## config.mk

```make
export PLATFORM = sky130hd
export DESIGN_NAME = asf_formatter
export DESIGN_NICKNAME = d
export VERILOG_FILES = /design/src/include/asf_pkg.sv /design/src/hdl/asf_formatter.sv /design/src/hdl/asf_rise.sv
export SDC_FILE = /design/constraint.sdc
export NUM_CORES = 1
export LEC_CHECK = 0
export ABC_AREA = 1
export BUFFER_PORTS_ARGS = -buffer_cell sky130_fd_sc_hd__buf_2
export CORE_AREA = 2 2 99 101
export CTS_BUF_LIST = sky130_fd_sc_hd__clkbuf_4 sky130_fd_sc_hd__clkbuf_8
export DETAILED_ROUTE_END_ITERATION = 10
export DIE_AREA = 0 0 101 103
export GPL_ROUTABILITY_DRIVEN = 1
export GPL_TIMING_DRIVEN = 0
export SLEW_MARGIN = 40
export SYNTH_ARGS = -nofsm -noshare
export SYNTH_HDL_FRONTEND = slang
export SYNTH_SLANG_ARGS = --single-unit
```

## constraint.sdc

```tcl
create_clock -name clk_sys -period 3.08 [get_ports clk_sys]
set_input_delay 0.154 -clock clk_sys [delete_from_list [all_inputs] [get_ports clk_sys]]
set_output_delay 0.154 -clock clk_sys [all_outputs]
set_load 0.03 [all_outputs]
```

## src/include/asf_pkg.sv

```systemverilog
// Shared constants and carrier types for the converter result formatter.
// Assumes a single 20 MHz system clock and an APB register bus.
package asf_pkg;

    // ------------------------------------------------------------
    // Register map (byte addresses)
    // ------------------------------------------------------------
    localparam logic [7:0] REG_CTRL = 8'h00; // Run, start, flag mux
    localparam logic [7:0] REG_STATUS = 8'h04; // Live state, read only
    localparam logic [7:0] REG_IRQ_STAT = 8'h08; // Sticky events, W1C
    localparam logic [7:0] REG_IRQ_MASK = 8'h0C; // Interrupt enables
    localparam logic [7:0] REG_READING = 8'h10; // Wide-host snapshot

    // ------------------------------------------------------------
    // Control fields
    // ------------------------------------------------------------
    localparam int CTRL_RUN = 0; // Level: run (1) or hold (0)
    localparam int CTRL_START = 1; // Write 1: start pulse
    localparam int CTRL_FLAG_MUX = 2; // Put flags on top word
    localparam int CTRL_MODE3 = 3; // Three-and-a-half digit mode
    localparam logic [3:0] CTRL_RESET = 4'h1; // Running after reset

    // ------------------------------------------------------------
    // Interrupt event bits
    // ------------------------------------------------------------
    localparam int IRQ_WORD = 0; // Word handed to an empty transmitter
    localparam int IRQ_DONE = 1; // Last word of a reading sent
    localparam int IRQ_OVERRUN = 2; // Strobe while holding reg full
    localparam int IRQ_BUSY = 3; // Measurement has begun
    localparam int IRQ_W = 4;

    // ------------------------------------------------------------
    // Digit-select codes, upper nibble of each word
    // ------------------------------------------------------------
    localparam logic [3:0] SEL_TOP = 4'h0;
    localparam logic [3:0] SEL_D4 = 4'h8;
    localparam logic [3:0] SEL_D3 = 4'h4;
    localparam logic [3:0] SEL_D2 = 4'h2;
    localparam logic [3:0] SEL_D1 = 4'h1;

    // Received command words
    localparam logic [7:0] CMD_START = 8'h53; // Begin a measurement
    localparam logic [7:0] CMD_HOLD = 8'h48; // Hold the measurement

    // ------------------------------------------------------------
    // Carrier types
    // ------------------------------------------------------------
    // Converter outputs; digit[4] is the top digit, digit[0] the LEAST_SIGNIFICANT_DIGIT
    typedef struct packed {
        logic [4:0] digit;
        logic [3:0] bcd;
        logic polarity;
        logic over_range;
        logic under_range;
    } asf_conv_t;

    // Word for the serial transmitter
    typedef struct packed {
        logic [3:0] sel;
        logic [3:0] bcd;
    } asf_word_t;

endpackage : asf_pkg

```

## src/hdl/asf_formatter.sv

```systemverilog
// Converter result formatter: turns digit strobes into serial words,
// steers parity from polarity, and takes run/hold commands.
// Assumes all inputs synchronous to clk_sys and an APB master.
`timescale 1ns/100ps
`default_nettype none

// Operation
// RULE1: Every strobe loads one word to transmitter
// RULE2: Upper nibble digit code, lower nibble BCD
// RULE3: Polarity drives transmitter even parity select
// RULE4: Receiver decodes parity flag as positive sign
// RULE5: Received start word begins new measurement
// RULE6: Busy assertion clears receiver data-ready flag
// RULE7: Flags ride top word's upper BCD bits
// RULE8: Bit clock finishes word before next strobe
// RULE9: Transmitter latches parity at word load
// RULE10: Wide host reads all; narrow uses mux
// RULE11: Host can start or hold measurement
// RULE12: Converter clock supplied from outside
// RULE13: Converter clock 120kHz or 12kHz
// RULE14: Display blanks four digits on over-range
// RULE15: BCD valid together with its digit select
// RULE16: Three-and-half mode outputs LEAST_SIGNIFICANT_DIGIT as zero
// RULE17: Strobe into full holding register flags overrun
module asf_formatter (
    // Clock, reset, enable
    input wire logic clk_sys,
    input wire logic rst_n,
    input wire logic ce,
    // APB slave
    input wire logic psel,
    input wire logic penable,
    input wire logic pwrite,
    input wire logic [7:0] paddr,
    input wire logic [31:0] pwdata,
    output logic [31:0] prdata,
    output logic pready,
    output logic pslverr,
    // Converter side
    input wire asf_pkg::asf_conv_t conv_i,
    input wire logic strobe,
    input wire logic busy,
    output logic run_hold,
    output logic conv_start,
    // Transmitter side
    input wire logic tx_empty,
    output asf_pkg::asf_word_t tx_word,
    output logic tx_load,
    output logic even_parity_select,
    // Receiver side
    input wire logic [7:0] serial_receive_input,
    input wire logic rx_ready,
    output logic data_ready_clear,
    // Interrupt
    output logic irq
);

    // ------------------------------------------------------------
    // Edge detection
    // ------------------------------------------------------------
    logic [2:0] rise; // Strobe, busy, receive-ready edges
    logic str_rise;
    logic busy_rise;
    logic rx_rise;

    asf_rise #(.W(3)) u_rise (
        .clk_sys(clk_sys),
        .rst_n(rst_n),
        .ce(ce),
        .din({strobe, busy, rx_ready}),
        .rise(rise)
    );

    // Gate with the enable so a frozen cycle triggers nothing
    assign str_rise = ce & rise[2];
    assign busy_rise = ce & rise[1];
    assign rx_rise = ce & rise[0];

    // ------------------------------------------------------------
    // State
    // ------------------------------------------------------------
    // Declared ahead of its users so the widths below resolve
    localparam int IRQ_W_L = asf_pkg::IRQ_W;
    logic [3:0] ctrl_q; // Run, start, flag mux, mode
    logic [IRQ_W_L-1:0] irq_stat_q; // Sticky events
    logic [IRQ_W_L-1:0] irq_mask_q; // Enables
    asf_pkg::asf_word_t tx_word_q; // Word held for transmitter
    logic tx_load_q; // One-cycle load pulse
    logic parity_q; // Polarity captured with the word
    logic start_q; // One-cycle start pulse
    logic drc_q; // One-cycle data-ready clear
    logic [11:0] reading_q; // Wide-host snapshot
    logic [31:0] prdata_q; // Read data, taken in setup

    // ------------------------------------------------------------
    // Word formation
    // ------------------------------------------------------------
    logic [3:0] sel_code; // Digit code for the active select
    logic is_top;
    logic is_lsd;
    logic [3:0] bcd_eff; // BCD after LEAST_SIGNIFICANT_DIGIT blanking and flag mux

    assign is_top = conv_i.digit[4];
    assign is_lsd = conv_i.digit[0];
    // Priority encode the one-hot select into the word code [RULE2]
    assign sel_code = is_top ? asf_pkg::SEL_TOP :
                      conv_i.digit[3] ? asf_pkg::SEL_D4 :
                      conv_i.digit[2] ? asf_pkg::SEL_D3 :
                      conv_i.digit[1] ? asf_pkg::SEL_D2 :
                      asf_pkg::SEL_D1;
    // Short mode has no LEAST_SIGNIFICANT_DIGIT count, so force it to zero [RULE16]
    // Top digit's upper bits are always zero, so flags can ride them
    assign bcd_eff =
        (is_lsd && ctrl_q[asf_pkg::CTRL_MODE3]) ? 4'h0 :
        (is_top && ctrl_q[asf_pkg::CTRL_FLAG_MUX]) ?
            {conv_i.polarity, conv_i.over_range, conv_i.under_range,
             conv_i.bcd[0]} :
        conv_i.bcd;

    // ------------------------------------------------------------
    // Receive command decode
    // ------------------------------------------------------------
    logic cmd_start;
    logic cmd_hold;

    assign cmd_start = rx_rise && serial_receive_input == asf_pkg::CMD_START;
    assign cmd_hold = rx_rise && serial_receive_input == asf_pkg::CMD_HOLD;

    // ------------------------------------------------------------
    // APB decode
    // ------------------------------------------------------------
    logic setup;
    logic wr;
    logic hit_ctrl;
    logic hit_stat;
    logic hit_istat;
    logic hit_imask;
    logic hit_read;
    logic mapped;
    logic sw_start;
    logic [IRQ_W_L-1:0] events;
    logic [IRQ_W_L-1:0] clr;

    assign setup = psel & ~penable;
    assign wr = psel & penable & pwrite & ce;
    assign hit_ctrl = paddr == asf_pkg::REG_CTRL;
    assign hit_stat = paddr == asf_pkg::REG_STATUS;
    assign hit_istat = paddr == asf_pkg::REG_IRQ_STAT;
    assign hit_imask = paddr == asf_pkg::REG_IRQ_MASK;
    assign hit_read = paddr == asf_pkg::REG_READING;
    assign mapped = hit_ctrl | hit_stat | hit_istat | hit_imask | hit_read;
    assign sw_start = wr && hit_ctrl && pwdata[asf_pkg::CTRL_START];
    assign clr = (wr && hit_istat) ? pwdata[IRQ_W_L-1:0] : '0;

    // Zero-wait access; unmapped addresses answer with an error
    assign pready = 1'b1;
    assign pslverr = psel & penable & ~mapped;
    assign prdata = prdata_q;

    // Event vector for the sticky status
    assign events = {busy_rise,
                     str_rise & ~tx_empty,
                     str_rise & is_lsd,
                     str_rise & tx_empty};

    // ------------------------------------------------------------
    // Control register and run/hold
    // ------------------------------------------------------------
    // Bus write first, then a received command takes priority [RULE11]
    always_ff @(posedge clk_sys)
    begin
        if (!rst_n)
            ctrl_q <= asf_pkg::CTRL_RESET;
        else if (ce)
        begin
            if (wr && hit_ctrl)
                ctrl_q <= {pwdata[3:2], 1'b0, pwdata[0]};
            if (cmd_start)
                ctrl_q[asf_pkg::CTRL_RUN] <= 1'b1; // [RULE5]
            else if (cmd_hold)
                ctrl_q[asf_pkg::CTRL_RUN] <= 1'b0; // [RULE11]
        end
    end

    // Start pulse from the line or from software [RULE5] [RULE11]
    always_ff @(posedge clk_sys)
    begin
        if (!rst_n)
            start_q <= 1'b0;
        else if (ce)
            start_q <= cmd_start | sw_start;
    end

    // Busy edge clears the receiver's ready flag [RULE6]
    always_ff @(posedge clk_sys)
    begin
        if (!rst_n)
            drc_q <= 1'b0;
        else if (ce)
            drc_q <= busy_rise;
    end

    // ------------------------------------------------------------
    // Transmit path
    // ------------------------------------------------------------
    // One word per strobe; select and BCD latched together [RULE1]
    // Load is still issued when full; the overrun flag records it
    always_ff @(posedge clk_sys)
    begin
        if (!rst_n)
        begin
            tx_word_q <= '0;
            tx_load_q <= 1'b0;
            parity_q <= 1'b0;
        end
        else if (ce)
        begin
            tx_load_q <= str_rise; // [RULE1]
            if (str_rise)
            begin
                tx_word_q <= {sel_code, bcd_eff}; // [RULE2] [RULE15]
                parity_q <= conv_i.polarity; // [RULE3]
            end
        end
    end

    // Snapshot for a wide host: flags, BCD and digit selects
    always_ff @(posedge clk_sys)
    begin
        if (!rst_n)
            reading_q <= '0;
        else if (ce && str_rise)
            reading_q <= {conv_i.polarity, conv_i.over_range,
                          conv_i.under_range, conv_i.bcd, conv_i.digit};
    end

    // ------------------------------------------------------------
    // Interrupts: set wins over a same-cycle clear
    // ------------------------------------------------------------
    always_ff @(posedge clk_sys)
    begin
        if (!rst_n)
        begin
            irq_stat_q <= '0;
            irq_mask_q <= '0;
        end
        else if (ce)
        begin
            irq_stat_q <= (irq_stat_q & ~clr) | events; // [RULE17]
            if (wr && hit_imask)
                irq_mask_q <= pwdata[IRQ_W_L-1:0];
        end
    end

    // ------------------------------------------------------------
    // Read data, captured in the setup cycle
    // ------------------------------------------------------------
    logic [31:0] rd_mux;

    assign rd_mux =
        hit_ctrl ? {28'h000_0000, ctrl_q} :
        hit_stat ? {28'h000_0000, busy, tx_empty, rx_ready, tx_load_q} :
        hit_istat ? {28'h000_0000, irq_stat_q} :
        hit_imask ? {28'h000_0000, irq_mask_q} :
        hit_read ? {20'h0_0000, reading_q} :
        32'h0000_0000;

    always_ff @(posedge clk_sys)
    begin
        if (!rst_n)
            prdata_q <= '0;
        else if (ce && setup)
            prdata_q <= rd_mux;
    end

    // ------------------------------------------------------------
    // Outputs
    // ------------------------------------------------------------
    assign run_hold = ctrl_q[asf_pkg::CTRL_RUN];
    assign conv_start = start_q;
    assign tx_word = tx_word_q;
    assign tx_load = tx_load_q;
    assign even_parity_select = parity_q;
    assign data_ready_clear = drc_q;
    assign irq = |(irq_stat_q & irq_mask_q);

    // ------------------------------------------------------------
    // Checks
    // ------------------------------------------------------------
    a_strobe_loads: assert property (@(posedge clk_sys) disable iff (!rst_n)
        str_rise |=> tx_load_q ##1 (!tx_load_q || !ce || $rose(strobe)))
        else $error("strobe did not give one load"); // [RULE1]

    a_top_code: assert property (@(posedge clk_sys) disable iff (!rst_n)
        (str_rise && is_top) |=> tx_word_q.sel == asf_pkg::SEL_TOP)
        else $error("top digit code wrong"); // [RULE2]

    a_parity_sign: assert property (@(posedge clk_sys) disable iff (!rst_n)
        str_rise |=> even_parity_select == $past(conv_i.polarity))
        else $error("parity select not polarity"); // [RULE3]

    a_start_cmd: assert property (@(posedge clk_sys) disable iff (!rst_n)
        cmd_start |=> conv_start && run_hold)
        else $error("start command ignored"); // [RULE5]

    a_busy_clear: assert property (@(posedge clk_sys) disable iff (!rst_n)
        busy_rise |=> data_ready_clear)
        else $error("busy did not clear data ready"); // [RULE6]

    a_hold_cmd: assert property (@(posedge clk_sys) disable iff (!rst_n)
        (cmd_hold && !cmd_start) |=> !run_hold)
        else $error("hold command ignored"); // [RULE11]

    a_bcd_with_sel: assert property (@(posedge clk_sys) disable iff (!rst_n)
        (str_rise && !is_lsd && !is_top) |=>
            tx_word_q.bcd == $past(conv_i.bcd))
        else $error("bcd not latched with select"); // [RULE15]

    a_lsd_zero: assert property (@(posedge clk_sys) disable iff (!rst_n)
        (str_rise && is_lsd && ctrl_q[asf_pkg::CTRL_MODE3])
            |=> tx_word_q.bcd == 4'h0)
        else $error("short mode LEAST_SIGNIFICANT_DIGIT not zero"); // [RULE16]

endmodule : asf_formatter

`default_nettype wire

```

## src/hdl/asf_rise.sv

```systemverilog
// Rising-edge detector bank for synchronous level inputs.
// Assumes inputs are already synchronous to clk_sys.
`timescale 1ns/100ps
`default_nettype none

module asf_rise #(
    parameter int W = 1
) (
    // Clock, reset, enable
    input wire logic clk_sys,
    input wire logic rst_n,
    input wire logic ce,
    // Levels in, edges out
    input wire logic [W-1:0] din,
    output logic [W-1:0] rise
);

    // Previous sample; frozen with the enable so no edge is lost
    logic [W-1:0] prev_q;

    // ------------------------------------------------------------
    // Sample history
    // ------------------------------------------------------------
    always_ff @(posedge clk_sys)
    begin
        if (!rst_n)
            prev_q <= '0;
        else if (ce)
            prev_q <= din;
    end

    // Edge is high for the cycle in which the level first appears
    assign rise = din & ~prev_q;

endmodule : asf_rise

`default_nettype wire

```

# [Yosys cells after proc, flatten, opt, wreduce, memory -nomap -nowiden]
# Cells that the tools add are included.
[op_classes] muxes=15 n_reduce_logical=17 bitwise=25 n_eq_ne=6
[op_table] operator="2-to-1 mux 12 bit" count=5
[op_table] operator="2-to-1 mux 4 bit" count=5
[op_table] operator="== test 8 x 4 -> 1 bit, second input constant" count=2
[op_table] operator="== test 8 x 7 -> 1 bit, second input constant" count=2
[op_table] operator="AND 1 bit" count=11
[op_table] operator="logical AND 1 bit" count=10
[op_table] operator="AND 4 bit" count=2
[op_table] operator="== test 8 x 3 -> 1 bit, second input constant" count=1
[op_table] operator="== test 8 x 5 -> 1 bit, second input constant" count=1
[op_table] operator="zero test 8 bit" count=1
[op_table] operator="AND reduction 2 bit" count=4
[op_table] operator="OR 1 bit" count=5
[op_table] operator="NOT 4 bit" count=1
[op_table] operator="OR 4 bit" count=1
[op_table] operator="OR reduction 4 bit" count=1
[op_table] operator="AND 3 bit" count=1
[op_table] operator="2-to-1 mux 1 bit" count=3
[op_table] operator="2-to-1 mux 3 bit" count=1
[op_table] operator="NOT 1 bit" count=3
[op_table] operator="NOT 3 bit" count=1
[op_table] operator="nonzero test 3 bit" count=1
[op_table] operator="2-to-1 mux 2 bit" count=1
[word_totals] word_cells=76 inputBits=70 output_inout_bits=48 ff_bits=70

# [Logic depth before layout (Yosys ltp)]
[logic_depth] word_depth=8 depth_mapped=9 mapped_depth_nobuf=9

# [Modules after synthesis]
# A second synthesis with hierarchy kept.
[hier_totals] hier_cells=340 hier_area_um2=2378.5
[modules_own_cells] mod="asf_formatter" area_per_inst_um2=2250.9 cells_per_inst=319 instances=1 seq_area_each_um2=920.9
[modules_own_cells] mod="asf_rise" area_per_inst_um2=127.6 cells_per_inst=21 instances=1 seq_area_each_um2=60.1

# [Worst setup path before layout]
# OpenSTA, ideal clock, no wires.
[synth_timing] path_type="input to output" startpoint="in paddr[0]" endpoint="out pslverr" t_required_ns=2.926 path_stages=4 setup_slack_ns=1.793 arrival_time_ns=1.133 path_cell_list="inv_1 nand2_2 nor2_4 nor3_1"
[synth_between] elab_chain_len=7 word_cells_on_any_way=11
[synth_rtl] element="from (decl)" line_no="asf_formatter.sv:34" source="input wire logic [7:0] paddr,"
[synth_rtl] element="== test 8 x 3 -> 1 bit or zero test 8 bit (tied branches)" line_no="asf_formatter.sv:147, asf_formatter.sv:146"
[synth_rtl] element="OR 1 bit (3 in a row)" line_no="asf_formatter.sv:151" source="assign mapped = hit_ctrl | hit_stat | hit_istat | hit_imask | hit_read;"
[synth_rtl] element="OR 1 bit (*)" line_no="asf_formatter.sv:151"
[synth_rtl] element="NOT 1 bit (*)" line_no="asf_formatter.sv:157" source="assign pslverr = psel & penable & ~mapped;"
[synth_rtl] element="AND 1 bit (*)" line_no="asf_formatter.sv:157"
[synth_rtl] element="to (decl)" line_no="asf_formatter.sv:38" source="output logic pslverr,"
# Every way passes the cells marked *; elsewhere a longest branch is shown, timed or not.

# [Final worst setup path]
[layout_timing] startpoint="in paddr[5]" endpoint="out pslverr"
# Same word-level chain as after synthesis.

==> summary.md <==
| Metric | Value |
|---|---|
| Clock sinks | 49 |
| Worst Path Max Fanout | 9 |
| PostCTS Resize Cnt | 0 |
| Die Y-Extent | 103 um |
| Critical path, cell by cell | buf_2 > inv_1 > nand2_1 > nor4_4 > nor3_1 > buf_2 |
| WL final | 6690 um |
| FILL cells | 1033 |
| VDD IR-drop max | 0.281 mV |
| HP Class | primary input to register |
| Pwr Total | 0.00138 W |
| Die X | 101 um |
| Sequential share of power | 48.9% |
| Endpoints failing setup | 0 |
| First-pass GRT wire length | 10700 um |
| Postcts setup bufs | 0 |
| Minimum clock period | 1510 ps |
| Sequential area share after synthesis | 41.3% |
| Critical Path Source Type | primary input |
| Critical path buffers and inverters | 3 |
| Syn Std Cell Area | 2380 um2 |
| Library cells used by synthesis | 30 |
| Max frequency | 663 MHz |
| CTS tree | yes |
| Clock tree buffer depth | 2 |
| Num rows | 36 |
| Vias | 2422 |
| Starting Density | 25.1% |
| P_int | 0.000979 W |
| Most common cell after layout, fill and taps aside | buf_2 |
| Worst-Skew Late Latency | 310 ps |
| CORE AREA | 9460 um2 |
| Place WS | 1540 ps |
| Logic gate share of total power | 15.9% |
| Area of the multi-input gates | 1180 um2 |
| Grt total ovfl | 0 |
| DRC | 0 |
| Antenna violations before repair | 0 |
| Status | complete, no violations |
| Max-slew violation count | 0 |
| Kind of critical path | primary input to output port |
| # nets final | 498 |
| CP peak stage delay | 620 ps |
| Post-DR wirelength/cell | 12.3 um |
| Area Overhead vs Synth | 28.3% |
| Relative slew slack | 58.4% |
| Largest net degree at the start of global routing | 18 |
| Antenna-violating nets left | 0 |
| Final setup TNS | 0 ps |
| Worst slew pin tran | 619 ps |
| Commonest cells after routing, fill and taps aside | 70 x buf_2, 68 x nand2_1, 49 x dfxtp_1 |
| Placer congestion estimate | 0.839 |
| CP Capture Type | output port |
| Switching Share | 28.9% |
| Clk pwr share | 35.3% |
| Yosys Warn Count | 0 |
| Period utilisation layout | 49.0% |
| #FFs+latches synth | 49 |
| Total track usage | 13.1% |
| Max-cap violation count | 0 |
| Port bufs | 68 |
| # IOs | 118 |
| Hold_buf cts | 0 |
| Drt first pass iters | 4 |
| Via/cell ratio | 4.46 |
| Die Area | 10400 um2 |
| RSZ-0062 raised after global routing | no |
| Register area | 981 um2 |
| Leakage power | 1.44 nW |
| Iter 0 DRT Violations | 101 |
| Arr. time, crit path | 1350 ps |
| Vias in the first global route | 2246 |
| PwrDens | 452 nW/um2 |
| Worst setup margin | 1570 ps |
| CP dominant cell by count | buf_2 |
| Final hold vios | 0 |
| Ant. Diodes | 0 |
| H-tree Lvls | 2 |
| Sw power | 0.000398 W |
| Mapped Cells | 334 |
| CP top delay family | simple AND/OR/NAND/NOR gates |
| CTS Buf Count | 5 |
| Crit path required time | 2930 ps |
| Clk slew on worst S/H paths | 100 ps |
| HPWL Detailed | 5380 um |
| Share of layout cells above drive strength 1 | 27.5% |
| Root Driver | clkbuf_8 |
| Crit-path slowest cell | nor4_4 |
| Avg Inst Size Synth | 7.11 um2 |
| Clock Skews | 11.1 ps |
[final timing paths]
path                   endpoint             start  depth (start not counted)  slack (ps)
max                     pslverr          paddr[5]                          6        1570
max reg2reg        reading_q[2]  u_rise.prev_q[2]                          5        1940
min reg2reg           prdata[2]         prdata[2]                          2         470
min          even_parity_select         conv_i[2]                          3          90
[flip-flops by register name, summed over array words and instances, names as in the netlist]
signal	count
prdata	12
reading_q	11
tx_word	8
irq_mask_q	4
irq_stat_q	4
ctrl_q	3
u_rise.prev_q	3
conv_start	1
data_ready_clear	1
even_parity_select	1
tx_load	1
[layout make-up]
class / count / area share (%)
clock buffer: 5 / 2.26
inverter: 21 / 2.59
timing repair buffer: 68 / 11.2
buffer: 30 / 6.73
clock inverter: 3 / 1.60
multi-input combinational: 253 / 38.8
tap: 114 / 4.68
sequential: 49 / 32.2
[Yosys cell counts]
cell / number / area [um2]
buf_6: 1 / 11.3
dfxtp_1: 49 / 981
clkinv_1: 1 / 3.75
nand2_2: 2 / 12.5
nand4_1: 3 / 18.8
a21oi_2: 1 / 8.76
nand3_1: 34 / 170
nand3_2: 1 / 10.0
nand2_1: 68 / 255
nor4_4: 1 / 21.3
or2_1: 1 / 6.26
nand3b_1: 1 / 7.51
nor2_2: 2 / 12.5
nor2_4: 2 / 22.5
a21oi_1: 35 / 175
or2_2: 2 / 12.5
nand2_4: 1 / 11.3
buf_4: 22 / 165
nor4_1: 1 / 6.26
nor2_1: 44 / 165
mux2_2: 3 / 33.8
clkbuf_1: 5 / 18.8
inv_1: 18 / 67.6
nor3_1: 3 / 15.0
conb_1: 2 / 7.51
o21ai_0: 25 / 125
a31oi_1: 1 / 6.26
buf_2: 2 / 10.0
inv_2: 2 / 7.51
o211ai_1: 1 / 7.51
[kinds of logic after synthesis]
kind of cell,count (synthesis),share of synthesized area [%]
other cells,2,0.316
flops,49,41.3
mux,3,1.42
compound gates,63,13.6
simple gates,166,31.4
buf+inv,51,12.0
[power by group through the flow]
stage | sequential (W) | clock, W | combinational, W
finish | 0.000672 | 0.000486 | 0.000218
global route | 0.000675 | 0.000512 | 0.000240
CTS | 0.000672 | 0.000493 | 0.000219
detailed placement | 0.000687 | 0 | 0.000218
global placement | 0.000687 | 0 | 0.000216
floorplan | 0.000706 | 0 | 0.000125
[per-layer routing]
| layer | GRT usage [%] | share of wire (%) | wire, um |
|---|---|---|---|
| met1 | 17.5 | 50 | 3320 |
| met2 | 21.8 | 44 | 2910 |
| met3 | 2.98 | 6.3 | 422 |
| met4 | 2.60 | 0.60 | 40 |
| met5 | 0 | 0 | 0 |
[worst reg2reg max path, cell delays in order (launching register included)]
cell and delay (ps):
dfxtp_1 360, nor2_2 60, inv_2 60, clkbuf_1 370
nand2_1 100, a21oi_1 130
[per-stage QoR]
step,utilization (%),instance area (um2),hold WS (ps),cells
finish,32.2,3050,86.3,543
detailed placement,31.0,2930,401,535
CTS,32.2,3050,75.0,543
global placement,31.0,2930,396,535
global route,32.2,3050,89.4,543
floorplan,-,2450,289,353
Power figures use the tool's default switching activity.
